<file path="config.mk">
export PLATFORM = sky130hd
export DESIGN_NAME = mact_core
export DESIGN_NICKNAME = d
export VERILOG_FILES = /design/src/core/mact_pkg.sv /design/src/core/mact_if.sv /design/src/core/mact_table.sv /design/src/core/mact_core.sv
export VERILOG_INCLUDE_DIRS = /design/src /design/src/core
export SDC_FILE = /design/constraint.sdc
export NUM_CORES = 1
export LEC_CHECK = 0
export ABC_AREA = 1
export BUFFER_PORTS_ARGS = -buffer_cell sky130_fd_sc_hd__buf_2
export CAP_MARGIN = 20
export CORE_UTILIZATION = 61
export CTS_BUF_LIST = sky130_fd_sc_hd__clkbuf_2
export DETAILED_ROUTE_END_ITERATION = 10
export PLACE_DENSITY = 0.85
export SLEW_MARGIN = 25
export SYNTH_ARGS = -nofsm -noshare
export SYNTH_HDL_FRONTEND = slang
export SYNTH_HIERARCHICAL = 1
export SYNTH_SLANG_ARGS = --single-unit
</file>
<file path="constraint.sdc">
create_clock -name clk -period 10.76 [get_ports clk]
set_input_delay 1.614 -clock clk [delete_from_list [all_inputs] [get_ports clk]]
set_output_delay 1.614 -clock clk [all_outputs]
set_load 0.03 [all_outputs]
</file>
<file path="src/core/mact_map.svh">
`ifndef MACT_MAP_SVH
`define MACT_MAP_SVH

// ==========================================================
// widths
`define MACT_OP_W 5
`define MACT_BASE_W 7
`define MACT_TOTAL_W 10
`define MACT_CNT_W 5
`define MACT_EA_W 8
`define MACT_MULT_W 3

// ==========================================================
// limits and reset values
`define MACT_MAX_REGS 5'h10
`define MACT_OP_COUNT 5'h1e
`define MACT_TOTAL_RST 10'h000
`define MACT_CNT_RST 5'h00

// ==========================================================
// prefetches a worst-case figure carries
`define MACT_WORST_PF 2'h1
`define MACT_WORST_PF_STATUS 2'h2

`endif

</file>
<file path="src/core/mact_pkg.sv">
`include "mact_map.svh"

package mact_pkg;

  // ==========================================================
  // instruction groups sharing one timing row
  typedef enum logic [`MACT_OP_W-1:0] {
    op_exchange = 5'h00,
    op_ctrl_to_reg = 5'h01,
    op_reg_to_ctrl = 5'h02,
    op_status_to_reg = 5'h03,
    op_status_to_mem = 5'h04,
    op_ea_to_flags = 5'h05,
    op_ea_to_status = 5'h06,
    op_multi_load = 5'h07,
    op_multi_store = 5'h08,
    op_periph_word_out = 5'h09,
    op_periph_long_out = 5'h0a,
    op_periph_word_in = 5'h0b,
    op_periph_long_in = 5'h0c,
    op_alt_load = 5'h0d,
    op_alt_store = 5'h0e,
    op_user_stack = 5'h0f,
    op_swap_halves = 5'h10,
    op_alu_to_reg = 5'h11,
    op_alu_to_mem = 5'h12,
    op_cmp_addr = 5'h13,
    op_cmp_bounds = 5'h14,
    op_mul_word = 5'h15,
    op_long_multiply = 5'h16,
    op_divu_word = 5'h17,
    op_divu_long = 5'h18,
    op_divs_word = 5'h19,
    op_signed_long_divide = 5'h1a,
    op_quick_reg = 5'h1b,
    op_quick_mem = 5'h1c,
    op_imm_reg = 5'h1d,
    op_imm_mem = 5'h1e
  } mact_op_e;

  typedef enum logic [1:0] {
    speed_best = 2'b00,
    speed_cache = 2'b01,
    speed_worst = 2'b10
  } mact_speed_e;

  // which address time is added on top of the listed count
  typedef enum logic [2:0] {
    add_none = 3'b000,
    add_fetch_ea = 3'b001,
    add_calc_ea = 3'b010,
    add_calc_imm = 3'b011,
    add_fetch_imm = 3'b100
  } mact_add_e;

  typedef struct packed {
    logic [`MACT_BASE_W-1:0] best;
    logic [`MACT_BASE_W-1:0] cache;
    logic [`MACT_BASE_W-1:0] worst;
    logic [2:0] reads;
    logic [2:0] writes;
    logic [`MACT_MULT_W-1:0] per_reg;
    logic n_reads;
    logic n_writes;
    logic [1:0] worst_pf;
    mact_add_e add;
  } mact_row_s;

endpackage

</file>
<file path="src/core/mact_if.sv">
`include "mact_map.svh"

interface mact_if;
  mact_pkg::mact_op_e op;
  mact_pkg::mact_row_s row;
  logic legal;

  modport table_side (input op, output row, output legal);
  modport ctrl_side (output op, input row, input legal);
endinterface

</file>
<file path="src/core/mact_table.sv">
`include "mact_map.svh"

module mact_table (
  mact_if.table_side lk
);

  // ==========================================================
  // timing rows: best, cache, worst, reads, writes, per-register clocks
  always_comb begin
    lk.legal = 1'b1;
    lk.row = '{7'h00, 7'h02, 7'h03, 3'h0, 3'h0, 3'h0, 1'b0, 1'b0,
      `MACT_WORST_PF, mact_pkg::add_none};
    unique case (lk.op)
      mact_pkg::op_exchange, mact_pkg::op_user_stack, mact_pkg::op_quick_reg: begin
        lk.row.add = mact_pkg::add_none;
      end
      mact_pkg::op_ctrl_to_reg: begin
        lk.row = '{7'h03, 7'h06, 7'h07, 3'h0, 3'h0, 3'h0, 1'b0, 1'b0,
          `MACT_WORST_PF, mact_pkg::add_none};
      end
      mact_pkg::op_reg_to_ctrl: begin
        lk.row = '{7'h09, 7'h0c, 7'h0d, 3'h0, 3'h0, 3'h0, 1'b0, 1'b0,
          `MACT_WORST_PF, mact_pkg::add_none};
      end
      mact_pkg::op_status_to_reg: begin
        lk.row = '{7'h01, 7'h04, 7'h05, 3'h0, 3'h0, 3'h0, 1'b0, 1'b0,
          `MACT_WORST_PF, mact_pkg::add_none};
      end
      mact_pkg::op_status_to_mem: begin
        lk.row = '{7'h05, 7'h05, 7'h07, 3'h0, 3'h1, 3'h0, 1'b0, 1'b0,
          `MACT_WORST_PF, mact_pkg::add_calc_ea};
      end
      mact_pkg::op_ea_to_flags: begin
        lk.row = '{7'h04, 7'h04, 7'h05, 3'h0, 3'h0, 3'h0, 1'b0, 1'b0,
          `MACT_WORST_PF, mact_pkg::add_fetch_ea};
      end
      mact_pkg::op_ea_to_status: begin
        lk.row = '{7'h08, 7'h08, 7'h0b, 3'h0, 3'h0, 3'h0, 1'b0, 1'b0,
          `MACT_WORST_PF_STATUS, mact_pkg::add_fetch_ea};
      end
      mact_pkg::op_multi_load: begin
        lk.row = '{7'h08, 7'h08, 7'h09, 3'h0, 3'h0, 3'h4, 1'b1, 1'b0,
          `MACT_WORST_PF, mact_pkg::add_calc_imm};
      end
      mact_pkg::op_multi_store: begin
        lk.row = '{7'h04, 7'h04, 7'h05, 3'h0, 3'h0, 3'h3, 1'b0, 1'b1,
          `MACT_WORST_PF, mact_pkg::add_calc_imm};
      end
      mact_pkg::op_periph_word_out: begin
        lk.row = '{7'h08, 7'h0b, 7'h0b, 3'h0, 3'h2, 3'h0, 1'b0, 1'b0,
          `MACT_WORST_PF, mact_pkg::add_none};
      end
      mact_pkg::op_periph_long_out: begin
        lk.row = '{7'h0e, 7'h11, 7'h11, 3'h0, 3'h4, 3'h0, 1'b0, 1'b0,
          `MACT_WORST_PF, mact_pkg::add_none};
      end
      mact_pkg::op_periph_word_in: begin
        lk.row = '{7'h0a, 7'h0c, 7'h0c, 3'h2, 3'h0, 3'h0, 1'b0, 1'b0,
          `MACT_WORST_PF, mact_pkg::add_none};
      end
      mact_pkg::op_periph_long_in: begin
        lk.row = '{7'h10, 7'h12, 7'h12, 3'h4, 3'h0, 3'h0, 1'b0, 1'b0,
          `MACT_WORST_PF, mact_pkg::add_none};
      end
      mact_pkg::op_alt_load: begin
        lk.row = '{7'h07, 7'h07, 7'h08, 3'h1, 3'h0, 3'h0, 1'b0, 1'b0,
          `MACT_WORST_PF, mact_pkg::add_calc_imm};
      end
      mact_pkg::op_alt_store: begin
        lk.row = '{7'h05, 7'h05, 7'h07, 3'h0, 3'h1, 3'h0, 1'b0, 1'b0,
          `MACT_WORST_PF, mact_pkg::add_calc_imm};
      end
      mact_pkg::op_swap_halves, mact_pkg::op_cmp_addr: begin
        lk.row = '{7'h01, 7'h04, 7'h04, 3'h0, 3'h0, 3'h0, 1'b0, 1'b0,
          `MACT_WORST_PF, mact_pkg::add_none};
        if (lk.op == mact_pkg::op_cmp_addr) begin
          lk.row.add = mact_pkg::add_fetch_ea;
        end
      end
      mact_pkg::op_alu_to_reg: begin
        lk.row.add = mact_pkg::add_fetch_ea;
      end
      mact_pkg::op_alu_to_mem, mact_pkg::op_quick_mem, mact_pkg::op_imm_mem: begin
        lk.row = '{7'h03, 7'h04, 7'h06, 3'h0, 3'h1, 3'h0, 1'b0, 1'b0,
          `MACT_WORST_PF, mact_pkg::add_fetch_ea};
        if (lk.op == mact_pkg::op_imm_mem) begin
          lk.row.add = mact_pkg::add_fetch_imm;
        end
      end
      mact_pkg::op_cmp_bounds: begin
        lk.row = '{7'h10, 7'h12, 7'h12, 3'h1, 3'h0, 3'h0, 1'b0, 1'b0,
          `MACT_WORST_PF, mact_pkg::add_fetch_imm};
      end
      mact_pkg::op_mul_word: begin
        lk.row = '{7'h19, 7'h1b, 7'h1c, 3'h0, 3'h0, 3'h0, 1'b0, 1'b0,
          `MACT_WORST_PF, mact_pkg::add_fetch_ea};
      end
      mact_pkg::op_long_multiply: begin
        lk.row = '{7'h29, 7'h2b, 7'h2c, 3'h0, 3'h0, 3'h0, 1'b0, 1'b0,
          `MACT_WORST_PF, mact_pkg::add_fetch_imm};
      end
      mact_pkg::op_divu_word: begin
        lk.row = '{7'h2a, 7'h2c, 7'h2c, 3'h0, 3'h0, 3'h0, 1'b0, 1'b0,
          `MACT_WORST_PF, mact_pkg::add_fetch_ea};
      end
      mact_pkg::op_divu_long: begin
        lk.row = '{7'h4c, 7'h4e, 7'h4f, 3'h0, 3'h0, 3'h0, 1'b0, 1'b0,
          `MACT_WORST_PF, mact_pkg::add_fetch_imm};
      end
      mact_pkg::op_divs_word: begin
        lk.row = '{7'h36, 7'h38, 7'h39, 3'h0, 3'h0, 3'h0, 1'b0, 1'b0,
          `MACT_WORST_PF, mact_pkg::add_fetch_ea};
      end
      mact_pkg::op_signed_long_divide: begin
        lk.row = '{7'h58, 7'h5a, 7'h5b, 3'h0, 3'h0, 3'h0, 1'b0, 1'b0,
          `MACT_WORST_PF, mact_pkg::add_fetch_imm};
      end
      mact_pkg::op_imm_reg: begin
        lk.row.add = mact_pkg::add_fetch_imm;
      end
      default: begin
        // codes above the last group carry no timing
        lk.legal = 1'b0;
      end
    endcase
  end

endmodule

</file>
<file path="src/core/mact_core.sv">
`include "mact_map.svh"

// Function
// - totals count every clock; read/prefetch/write counts lie inside the total
// - worst-case arithmetic figures carry one extra prefetch for the next instruction
// - multi load 8+4n (worst 9+4n) with n reads; store 4+3n (5+3n)
// - single-asterisk groups add the operand fetch address time
// - dagger groups such as status store add address calculation time
// - multi-register and alternate-space alternate_space_move add immediate address calculation time
// - double-asterisk groups add immediate operand fetch address time
// - register to control register: 9, 12, 13 clocks, no operand cycles
// - status load: 8 best and cache, 11 worst with two prefetches
// - long multiply: 41, 43, 44 clocks, worst adds one prefetch
// - signed long divide: 88, 90, 91 clocks, worst adds one prefetch
// - alternate-space load: 7 with one read, worst 8 plus prefetch
module mact_core (
  input wire logic clk,
  input wire logic nrst,
  input wire logic start,
  input wire mact_pkg::mact_op_e op,
  input wire logic prefetched,
  input wire logic cache_hit,
  input wire logic [`MACT_CNT_W-1:0] reg_count,
  input wire logic [`MACT_EA_W-1:0] fetch_ea_time,
  input wire logic [`MACT_EA_W-1:0] calc_ea_time,
  input wire logic [`MACT_EA_W-1:0] calc_imm_time,
  input wire logic [`MACT_EA_W-1:0] fetch_imm_time,
  output logic busy,
  output logic done,
  output logic error,
  output mact_pkg::mact_speed_e speed,
  output mact_pkg::mact_add_e add_kind,
  output logic [`MACT_TOTAL_W-1:0] total_clocks,
  output logic [`MACT_TOTAL_W-1:0] remaining,
  output logic [`MACT_CNT_W-1:0] read_cycles,
  output logic [`MACT_CNT_W-1:0] prefetch_cycles,
  output logic [`MACT_CNT_W-1:0] write_cycles
);

  // ==========================================================
  // state
  typedef enum logic [1:0] {
    st_idle = 2'b00,
    st_eval = 2'b01,
    st_run = 2'b10,
    st_end = 2'b11
  } mact_state_e;

  mact_state_e state;
  mact_pkg::mact_op_e op_hold;
  mact_pkg::mact_speed_e speed_hold;
  logic [`MACT_CNT_W-1:0] n_hold;
  logic [`MACT_EA_W-1:0] ea_hold [4];
  logic bad_count;
  mact_pkg::mact_speed_e next_speed;
  logic [`MACT_BASE_W-1:0] base_pick;
  logic [`MACT_TOTAL_W-1:0] per_reg_clocks;
  logic [`MACT_EA_W-1:0] addr_time;
  logic [`MACT_TOTAL_W-1:0] next_total;
  logic [`MACT_CNT_W-1:0] next_reads;
  logic [`MACT_CNT_W-1:0] next_writes;
  logic [`MACT_CNT_W-1:0] next_pf;
  logic refuse;
  logic stop_now;

  mact_if lk ();

  mact_table u_table (
    .lk(lk.table_side)
  );

  assign lk.op = op_hold;

  // ==========================================================
  // case selection
  always_comb begin
    if (prefetched) begin
      next_speed = mact_pkg::speed_best;
    end else if (cache_hit) begin
      next_speed = mact_pkg::speed_cache;
    end else begin
      next_speed = mact_pkg::speed_worst;
    end
  end

  // ==========================================================
  // figure assembly from the held request
  always_comb begin
    unique case (speed_hold)
      mact_pkg::speed_best: base_pick = lk.row.best;
      mact_pkg::speed_cache: base_pick = lk.row.cache;
      default: base_pick = lk.row.worst;
    endcase
    // both factors widened first so a long register list cannot wrap the product
    per_reg_clocks = `MACT_TOTAL_W'(lk.row.per_reg) * `MACT_TOTAL_W'(n_hold);
    unique case (lk.row.add)
      mact_pkg::add_fetch_ea: addr_time = ea_hold[0];
      mact_pkg::add_calc_ea: addr_time = ea_hold[1];
      mact_pkg::add_calc_imm: addr_time = ea_hold[2];
      mact_pkg::add_fetch_imm: addr_time = ea_hold[3];
      default: addr_time = `MACT_EA_W'(0);
    endcase
    next_total = `MACT_TOTAL_W'(base_pick) + per_reg_clocks
      + `MACT_TOTAL_W'(addr_time);
  end

  // ==========================================================
  // bus cycle triple
  always_comb begin
    next_reads = `MACT_CNT_W'(lk.row.reads) + (lk.row.n_reads ? n_hold : `MACT_CNT_RST);
    next_writes = `MACT_CNT_W'(lk.row.writes) + (lk.row.n_writes ? n_hold : `MACT_CNT_RST);
    // only a bus fetch of the next instruction shows up as prefetch
    next_pf = (speed_hold == mact_pkg::speed_worst) ?
      `MACT_CNT_W'(lk.row.worst_pf) : `MACT_CNT_RST;
  end

  // ==========================================================
  // refusal and early finish, both settled in the evaluate cycle
  always_comb begin
    refuse = !lk.legal || bad_count;
    // a zero-length figure finishes at once instead of counting through zero
    stop_now = refuse || next_total == `MACT_TOTAL_RST;
  end

  // ==========================================================
  // request capture
  always_ff @(posedge clk or negedge nrst) begin
    if (!nrst) begin
      op_hold <= mact_pkg::op_exchange;
      speed_hold <= mact_pkg::speed_worst;
      n_hold <= `MACT_CNT_RST;
      bad_count <= 1'b0;
      for (int i = 0; i < 4; i++) begin
        ea_hold[i] <= `MACT_EA_W'(0);
      end
    end else if (state == st_idle && start) begin
      op_hold <= op;
      speed_hold <= next_speed;
      // only register-list alternate_space_move use the count; others ignore it
      n_hold <= reg_count;
      bad_count <= (reg_count > `MACT_MAX_REGS)
        && (op == mact_pkg::op_multi_load || op == mact_pkg::op_multi_store);
      ea_hold[0] <= fetch_ea_time;
      ea_hold[1] <= calc_ea_time;
      ea_hold[2] <= calc_imm_time;
      ea_hold[3] <= fetch_imm_time;
    end
  end

  // ==========================================================
  // sequencing: one cycle to evaluate, then total_clocks cycles of run
  always_ff @(posedge clk or negedge nrst) begin
    if (!nrst) begin
      state <= st_idle;
    end else begin
      unique case (state)
        st_idle: begin
          if (start) begin
            state <= st_eval;
          end
        end
        st_eval: begin
          if (stop_now) begin
            state <= st_end;
          end else begin
            state <= st_run;
          end
        end
        st_run: begin
          if (remaining == 10'h001) begin
            state <= st_end;
          end
        end
        st_end: state <= st_idle;
      endcase
    end
  end

  // ==========================================================
  // reported figures
  always_ff @(posedge clk or negedge nrst) begin
    if (!nrst) begin
      total_clocks <= `MACT_TOTAL_RST;
      read_cycles <= `MACT_CNT_RST;
      prefetch_cycles <= `MACT_CNT_RST;
      write_cycles <= `MACT_CNT_RST;
      speed <= mact_pkg::speed_best;
      add_kind <= mact_pkg::add_none;
      error <= 1'b0;
    end else if (state == st_eval && refuse) begin
      // illegal requests report zeros so nothing downstream trusts them
      error <= 1'b1;
      total_clocks <= `MACT_TOTAL_RST;
      read_cycles <= `MACT_CNT_RST;
      prefetch_cycles <= `MACT_CNT_RST;
      write_cycles <= `MACT_CNT_RST;
      speed <= speed_hold;
      add_kind <= lk.legal ? lk.row.add : mact_pkg::add_none;
    end else if (state == st_eval) begin
      error <= 1'b0;
      total_clocks <= next_total;
      read_cycles <= next_reads;
      prefetch_cycles <= next_pf;
      write_cycles <= next_writes;
      speed <= speed_hold;
      add_kind <= lk.row.add;
    end
  end

  always_ff @(posedge clk or negedge nrst) begin
    if (!nrst) begin
      remaining <= `MACT_TOTAL_RST;
    end else if (state == st_eval) begin
      remaining <= refuse ? `MACT_TOTAL_RST : next_total;
    end else if (state == st_run) begin
      remaining <= remaining - 10'h001;
    end
  end

  always_ff @(posedge clk or negedge nrst) begin
    if (!nrst) begin
      busy <= 1'b0;
      done <= 1'b0;
    end else begin
      busy <= (state == st_idle) ? start : (state != st_end);
      done <= (state == st_run && remaining == 10'h001) || (state == st_eval && stop_now);
    end
  end

endmodule

</file>
After elaboration in Yosys (flattened, before gate mapping)
Index checks and enable logic that the tools add are counted.
{"block": "totals", "in_bits": 47, "elab_cells": 130, "regBits": 90}
{"block": "op_classes", "n_eq_ne": 45, "multipliers": 1, "n_reduce_logical": 24, "muxes": 35, "magnitude_cmp": 1, "addsub": 5}
{"operator": "34-bit case mux with 22 select lines", "count": 1}
{"operator": "5-bit == test (second input constant)", "count": 15}
{"operator": "10-bit 2-to-1 mux", "count": 5}
{"operator": "5-bit by 4-bit == test with 1-bit output (second input constant)", "count": 9}
{"operator": "5-bit 2-to-1 mux", "count": 8}
{"operator": "8-bit case mux with 4 select lines", "count": 1}
{"operator": "31-bit OR reduction", "count": 1}
{"operator": "5-bit by 3-bit == test with 1-bit output (second input constant)", "count": 5}
{"operator": "3-bit case mux with 6 select lines", "count": 1}
{"operator": "2-bit 2-to-1 mux", "count": 7}
{"operator": "7-bit case mux with 2 select lines", "count": 1}
{"operator": "3-bit 2-to-1 mux", "count": 4}
{"operator": "3-bit by 5-bit adder with 5-bit output", "count": 2}
{"operator": "9-bit by 8-bit adder with 10-bit output", "count": 1}
{"operator": "10-bit by 1-bit == test with 1-bit output (second input constant)", "count": 1}
{"operator": "5-bit by 2-bit == test with 1-bit output (second input constant)", "count": 2}
{"operator": "10-bit zero test", "count": 1}
{"operator": "10-bit by 1-bit subtractor with 10-bit output (second input constant)", "count": 1}
{"operator": "7-bit by 8-bit adder with 9-bit output", "count": 1}
{"operator": "3-bit by 5-bit multiplier with 8-bit output", "count": 1}
{"operator": "2-bit case mux with 4 select lines", "count": 1}
{"operator": "2-bit == test (second input constant)", "count": 3}
{"operator": "3-bit by 2-bit == test with 1-bit output (second input constant)", "count": 2}
{"operator": "1-bit 2-to-1 mux", "count": 6}
{"operator": "18 further kinds", "count": 31}

Depth between registers and ports, before layout
{"block": "logic_depth", "depth_word": 10, "mapped_depth": 30}

Hierarchy
Netlist, hierarchy kept.
{"mod": "mact_core", "cells_per_inst": 637, "instances": 1, "area_each_um2": 5191.2, "seq_area_each_um2": 2178.3}
{"mod": "mact_table", "cells_per_inst": 160, "instances": 1, "area_each_um2": 800.8, "seq_area_each_um2": 0.0}

Least setup slack after synthesis
Ideal clock, no wire load.
{"block": "synth_timing", "path_type": "register -> register", "from": "register op_hold[1] (netlist: lk.op[1])", "to": "register state[0]", "path_buffers": 2, "stages_incl_launch_ff": 25, "synth_period_minus_slack_ps": 4351, "slack_ps": 6409, "t_arrival_ps": 4285, "path_cell_list": "dfrtp_1 > buf_4 > nor2_2 > nand2_1 > inv_1 > nand2_1 > inv_1 > buf_4 > nand2_1 > fa_1 > fa_1 > inv_1 > fa_1 > inv_1 > fa_1 > nand3_1 > nor2_2 > nand3_1 > nor2_1 > nand3_1 > nor2_2 > nand3_2 > nand3_2 > nand2_1 > nand2_1"}
{"item": "start: declaration", "line": "mact_core.sv:50", "rtl": "mact_pkg::mact_op_e op_hold;"}
{"item": "start signal: assignment", "line": "mact_core.sv:129", "rtl": "op_hold <= mact_pkg::op_exchange;"}
{"item": "start signal: assignment", "line": "mact_core.sv:137", "rtl": "op_hold <= op;"}
{"item": "end signal: assignment", "line": "mact_core.sv:154", "rtl": "state <= st_idle;"}
{"item": "end signal: assignment", "line": "mact_core.sv:159", "rtl": "state <= st_eval;"}
{"item": "end signal: assignment", "line": "mact_core.sv:164", "rtl": "state <= st_end;"}
{"item": "end: declaration", "line": "mact_core.sv:49", "rtl": "mact_state_e state;"}

==> impl_metrics.toml <==
[sta]
finalSetupViolations = 0
hold-worst-slack_ns = 0.512
fmax_achieved_mhz = 196
worst_pin_slew_ns = 0.971
clock_skew_ns = 0.0448
period_minus_slack_ns = 5.10
post-route-period-util = 0.474
fin_tns_setup_ns = 0
relSlewSlack = 0.349
report.final.slew_viol_count = 0
final_hold_viol_count = 0
rsz0062_at_grt = "no"

[cells_and_area]
layout.core_utilization = 0.699
total_number_of_nets_in_the_final_design = 951
layout-drive-gt1-share = 0.166
num-fill-cells = 792
num_antenna_cells = 0
areaGrowthSynthToFinish_pct = 9.27

[clock_tree]
clock-sinks = 87
worst_setup_hold_path_clk_slew_ns = 0.29
clockBufferDepth = 2
holdBufCountCts = 0
post_cts_resize_count = 0
insertion_delay_to_the_later_sink_of_the_worst_skew_pair_ns = 0.60
cts-root-buf = "sky130_fd_sc_hd__clkbuf_2"
tritoncts = "done"
cts_made_buffers = 9
max_h_tree_level = 3
postCtsSetupRepairBufs = 0

[pwr]
power.leakage_nw = 3.69
vdd_drop_max_mv = 0.183
power.density_nw_per_um2 = 342

[logic_synthesis]
synth_largest_type_area_fraction = 0.359
synth-main-ff-cell = "sky130_fd_sc_hd__dfrtp_1"
yosys.cell_count.top_type = "sky130_fd_sc_hd__nand2_1"
synth.yosys.warnings = 6
yosys_register_bits = 87
synth_enable_flop_cells = 0
synth-async-reset-ratio = 1.00
synthesis.area_per_instance_um2 = 7.52
synth_top_area_cell = "sky130_fd_sc_hd__dfrtp_1"
synth_top_cells_by_count = "234 x sky130_fd_sc_hd__nand2_1, 93 x sky130_fd_sc_hd__inv_1, 86 x sky130_fd_sc_hd__dfrtp_1, 51 x sky130_fd_sc_hd__o21ai_0"
netlist_instances = 797
synth_cell_type_count = 41
synth.area.top_cells = "sky130_fd_sc_hd__dfrtp_1 36%, sky130_fd_sc_hd__nand2_1 15%, sky130_fd_sc_hd__inv_1 5.8%"
post_synth_instance_area_um2 = 5990
yosysSeqAreaShare = 0.364

[placement]
hpwl_mm = 11.8
port_buffers = 86
final_replace_weighted_congestion = 0.950

[routing]
routed_length_per_placed_instance_um = 15.4
detailroute.via_count = 5621
first_iter_violations = 473
avgViaCountPerCell = 5.64
finalWirelength_mm = 15.4
drt_pass1_iterations = 6
ant_nets = 0
remaining_drc_errors = 0

[critical_path]
worst-path-max-fanout = 19
crit_buf_inv = 3
timing.critical_path.to_type = "flip-flop"
required_ns = 11.29
crit_path_max_incr_delay_ns = 0.70
critical_path_cell_by_cell = "inv_2 > nor2_1 > nand2_1 > o21ai_0 > nor3_1 > nand4_1 > clkinv_1 > nand4_1 > o2111ai_1 > fa_1 > ha_1 > inv_1 > fa_1 > nand3_1 > nor2_2 > nand3_1 > nor2_1 > nand3_1 > nor2_2 > nand3_2 > nand3_2 > nand2_1 > nand2_1"
worst_setup_path_start_kind = "flip-flop"
path_delay_family = "simple AND/OR/NAND/NOR gates"
critPathArrivalTime_ns = 5.63
slowest_stage_cell_crit_path = "sky130_fd_sc_hd__dfrtp_1"
crit_type = "flip-flop to flip-flop"

[run]
cap_viol_max_count = 0

[die]
fp.dieArea_um2 = 10200
io_pins = 90
placementRows = 35
core_region_area_um2 = 9370
die_height_um = 101
initial_core_util = 0.639
fp.dieW_um = 101

[global_route]
track_usage = 0.315
grt_pass1_vias = 5240
overflow = 0
largest_net_degree_at_the_start_of_global_routing = 78
number_of_antenna_violations_at_the_first_check_in_global_routing = 0
grt_pass1_wl_mm = 24.7

[run_status]
status = "finished, final reports clean"

[hold_path]
hp-class = "flip-flop to flip-flop"
per-layer routing:
layer | vias up | share of wire | GRT usage
li1 | 2732 | - | -
met1 | 2616 | 0.44 | 0.427
met2 | 239 | 0.46 | 0.510
met3 | 34 | 0.069 | 0.0589
met4 | 0 | 0.022 | 0.105
met5 | - | 0 | 0
cells in the final DEF (no fill, tap or decap), types with 5 or more instances in the layout:
cell type | Yosys | final
sky130_fd_sc_hd__nand2_1 | 234 | 234
sky130_fd_sc_hd__inv_1 | 93 | 93
sky130_fd_sc_hd__dfrtp_1 | 86 | 86
sky130_fd_sc_hd__buf_2 | 10 | 85
sky130_fd_sc_hd__o21ai_0 | 51 | 51
sky130_fd_sc_hd__nand3_1 | 50 | 50
sky130_fd_sc_hd__nor2_1 | 50 | 50
sky130_fd_sc_hd__nand4_1 | 38 | 38
sky130_fd_sc_hd__ha_1 | 25 | 25
sky130_fd_sc_hd__a21oi_1 | 21 | 21
sky130_fd_sc_hd__fa_1 | 17 | 17
sky130_fd_sc_hd__nand2_2 | 11 | 11
sky130_fd_sc_hd__o2111ai_1 | 10 | 10
sky130_fd_sc_hd__clkbuf_2 | 0 | 9
sky130_fd_sc_hd__inv_2 | 7 | 7
sky130_fd_sc_hd__nor2_2 | 7 | 7
sky130_fd_sc_hd__nand3_2 | 7 | 7
sky130_fd_sc_hd__clkinv_1 | 5 | 5
sky130_fd_sc_hd__a221o_1 | 5 | 5
cells by family after synthesis:
family	synth area share
AO/OA/AOI/OAI	0.120
other	0.000626
flip-flops	0.364
adder cells (fa/ha/maj)	0.109
AND/OR/NAND/NOR	0.307
buffers and inverters	0.0998
path summary, 6_finish.rpt:
check | from | endpoint | slack [ns] | cells after the start
min in group asynchronous | nrst | read_cycles[1] | 0.80 | 1
max in group asynchronous | nrst | state[0] | 9.08 | 2
hold reg to reg | read_cycles[4] | read_cycles[4] | 0.51 | 2
setup / recovery | lk.op[4] | state[0] | 5.66 | 23
hold / removal | read_cycles[4] | read_cycles[4] | 0.51 | 2
setup reg to reg | lk.op[4] | state[0] | 5.66 | 23
worst register-to-register path, cell delays in order, from the launching register on:
cell and delay, ns:
sky130_fd_sc_hd__dfrtp_1 0.70, sky130_fd_sc_hd__inv_2 0.27, sky130_fd_sc_hd__nor2_1 0.19, sky130_fd_sc_hd__nand2_1 0.11, sky130_fd_sc_hd__o21ai_0 0.20, sky130_fd_sc_hd__nor3_1 0.14, sky130_fd_sc_hd__nand4_1 0.34, sky130_fd_sc_hd__clkinv_1 0.49
sky130_fd_sc_hd__nand4_1 0.23, sky130_fd_sc_hd__o2111ai_1 0.20, sky130_fd_sc_hd__fa_1 0.53, sky130_fd_sc_hd__ha_1 0.19, sky130_fd_sc_hd__inv_1 0.07, sky130_fd_sc_hd__fa_1 0.50, sky130_fd_sc_hd__nand3_1 0.09, sky130_fd_sc_hd__nor2_2 0.13
sky130_fd_sc_hd__nand3_1 0.10, sky130_fd_sc_hd__nor2_1 0.10, sky130_fd_sc_hd__nand3_1 0.09, sky130_fd_sc_hd__nor2_2 0.11, sky130_fd_sc_hd__nand3_2 0.08, sky130_fd_sc_hd__nand3_2 0.09, sky130_fd_sc_hd__nand2_1 0.05, sky130_fd_sc_hd__nand2_1 0.05
area by class of cell:
cell class / count / area (um^2) / share of cell area
multi-input combinational: 570 / 3220 / 0.492
tap: 129 / 161 / 0.0247
timing repair buffer: 89 / 459 / 0.0701
sequential: 87 / 2180 / 0.333
clock inverter: 7 / 86.3 / 0.0132
inverter: 105 / 394 / 0.0602
clock buffer: 9 / 45.0 / 0.00688
state kept, by name, summed over array words and instances, names as in the netlist:
register,count
speed_hold,2
read_cycles,5
total_clocks,10
state,2
error,1
speed,2
lk.op,5
write_cycles,5
add_kind,3
n_hold,5
ea_hold,32
done,1
remaining,10
bad_count,1
busy,1
prefetch_cycles,2
power breakdown:
part	switching, mW	internal (mW)	total, mW	leakage (nW)
Clock	0.137	0.0407	0.178	0.0773
Combinational	1.00	0.469	1.47	2.50
Sequential	0.131	0.460	0.590	1.11
metrics by stage:
stage / instances / worst slack, ns / power (mW) / cell area [um^2]
6_report: 996 / 5.66 / 2.24 / 6550
5_1_grt: 996 / 5.24 / 2.44 / 6550
4_1_cts: 996 / 5.71 / 2.22 / 6540
3_5_place_dp: 980 / 5.85 / 2.03 / 6410
3_3_place_gp: 980 / 5.98 / 1.99 / 6410
2_1_floorplan: 799 / 6.41 / 1.69 / 6000
Power figures use the tool's default switching activity.
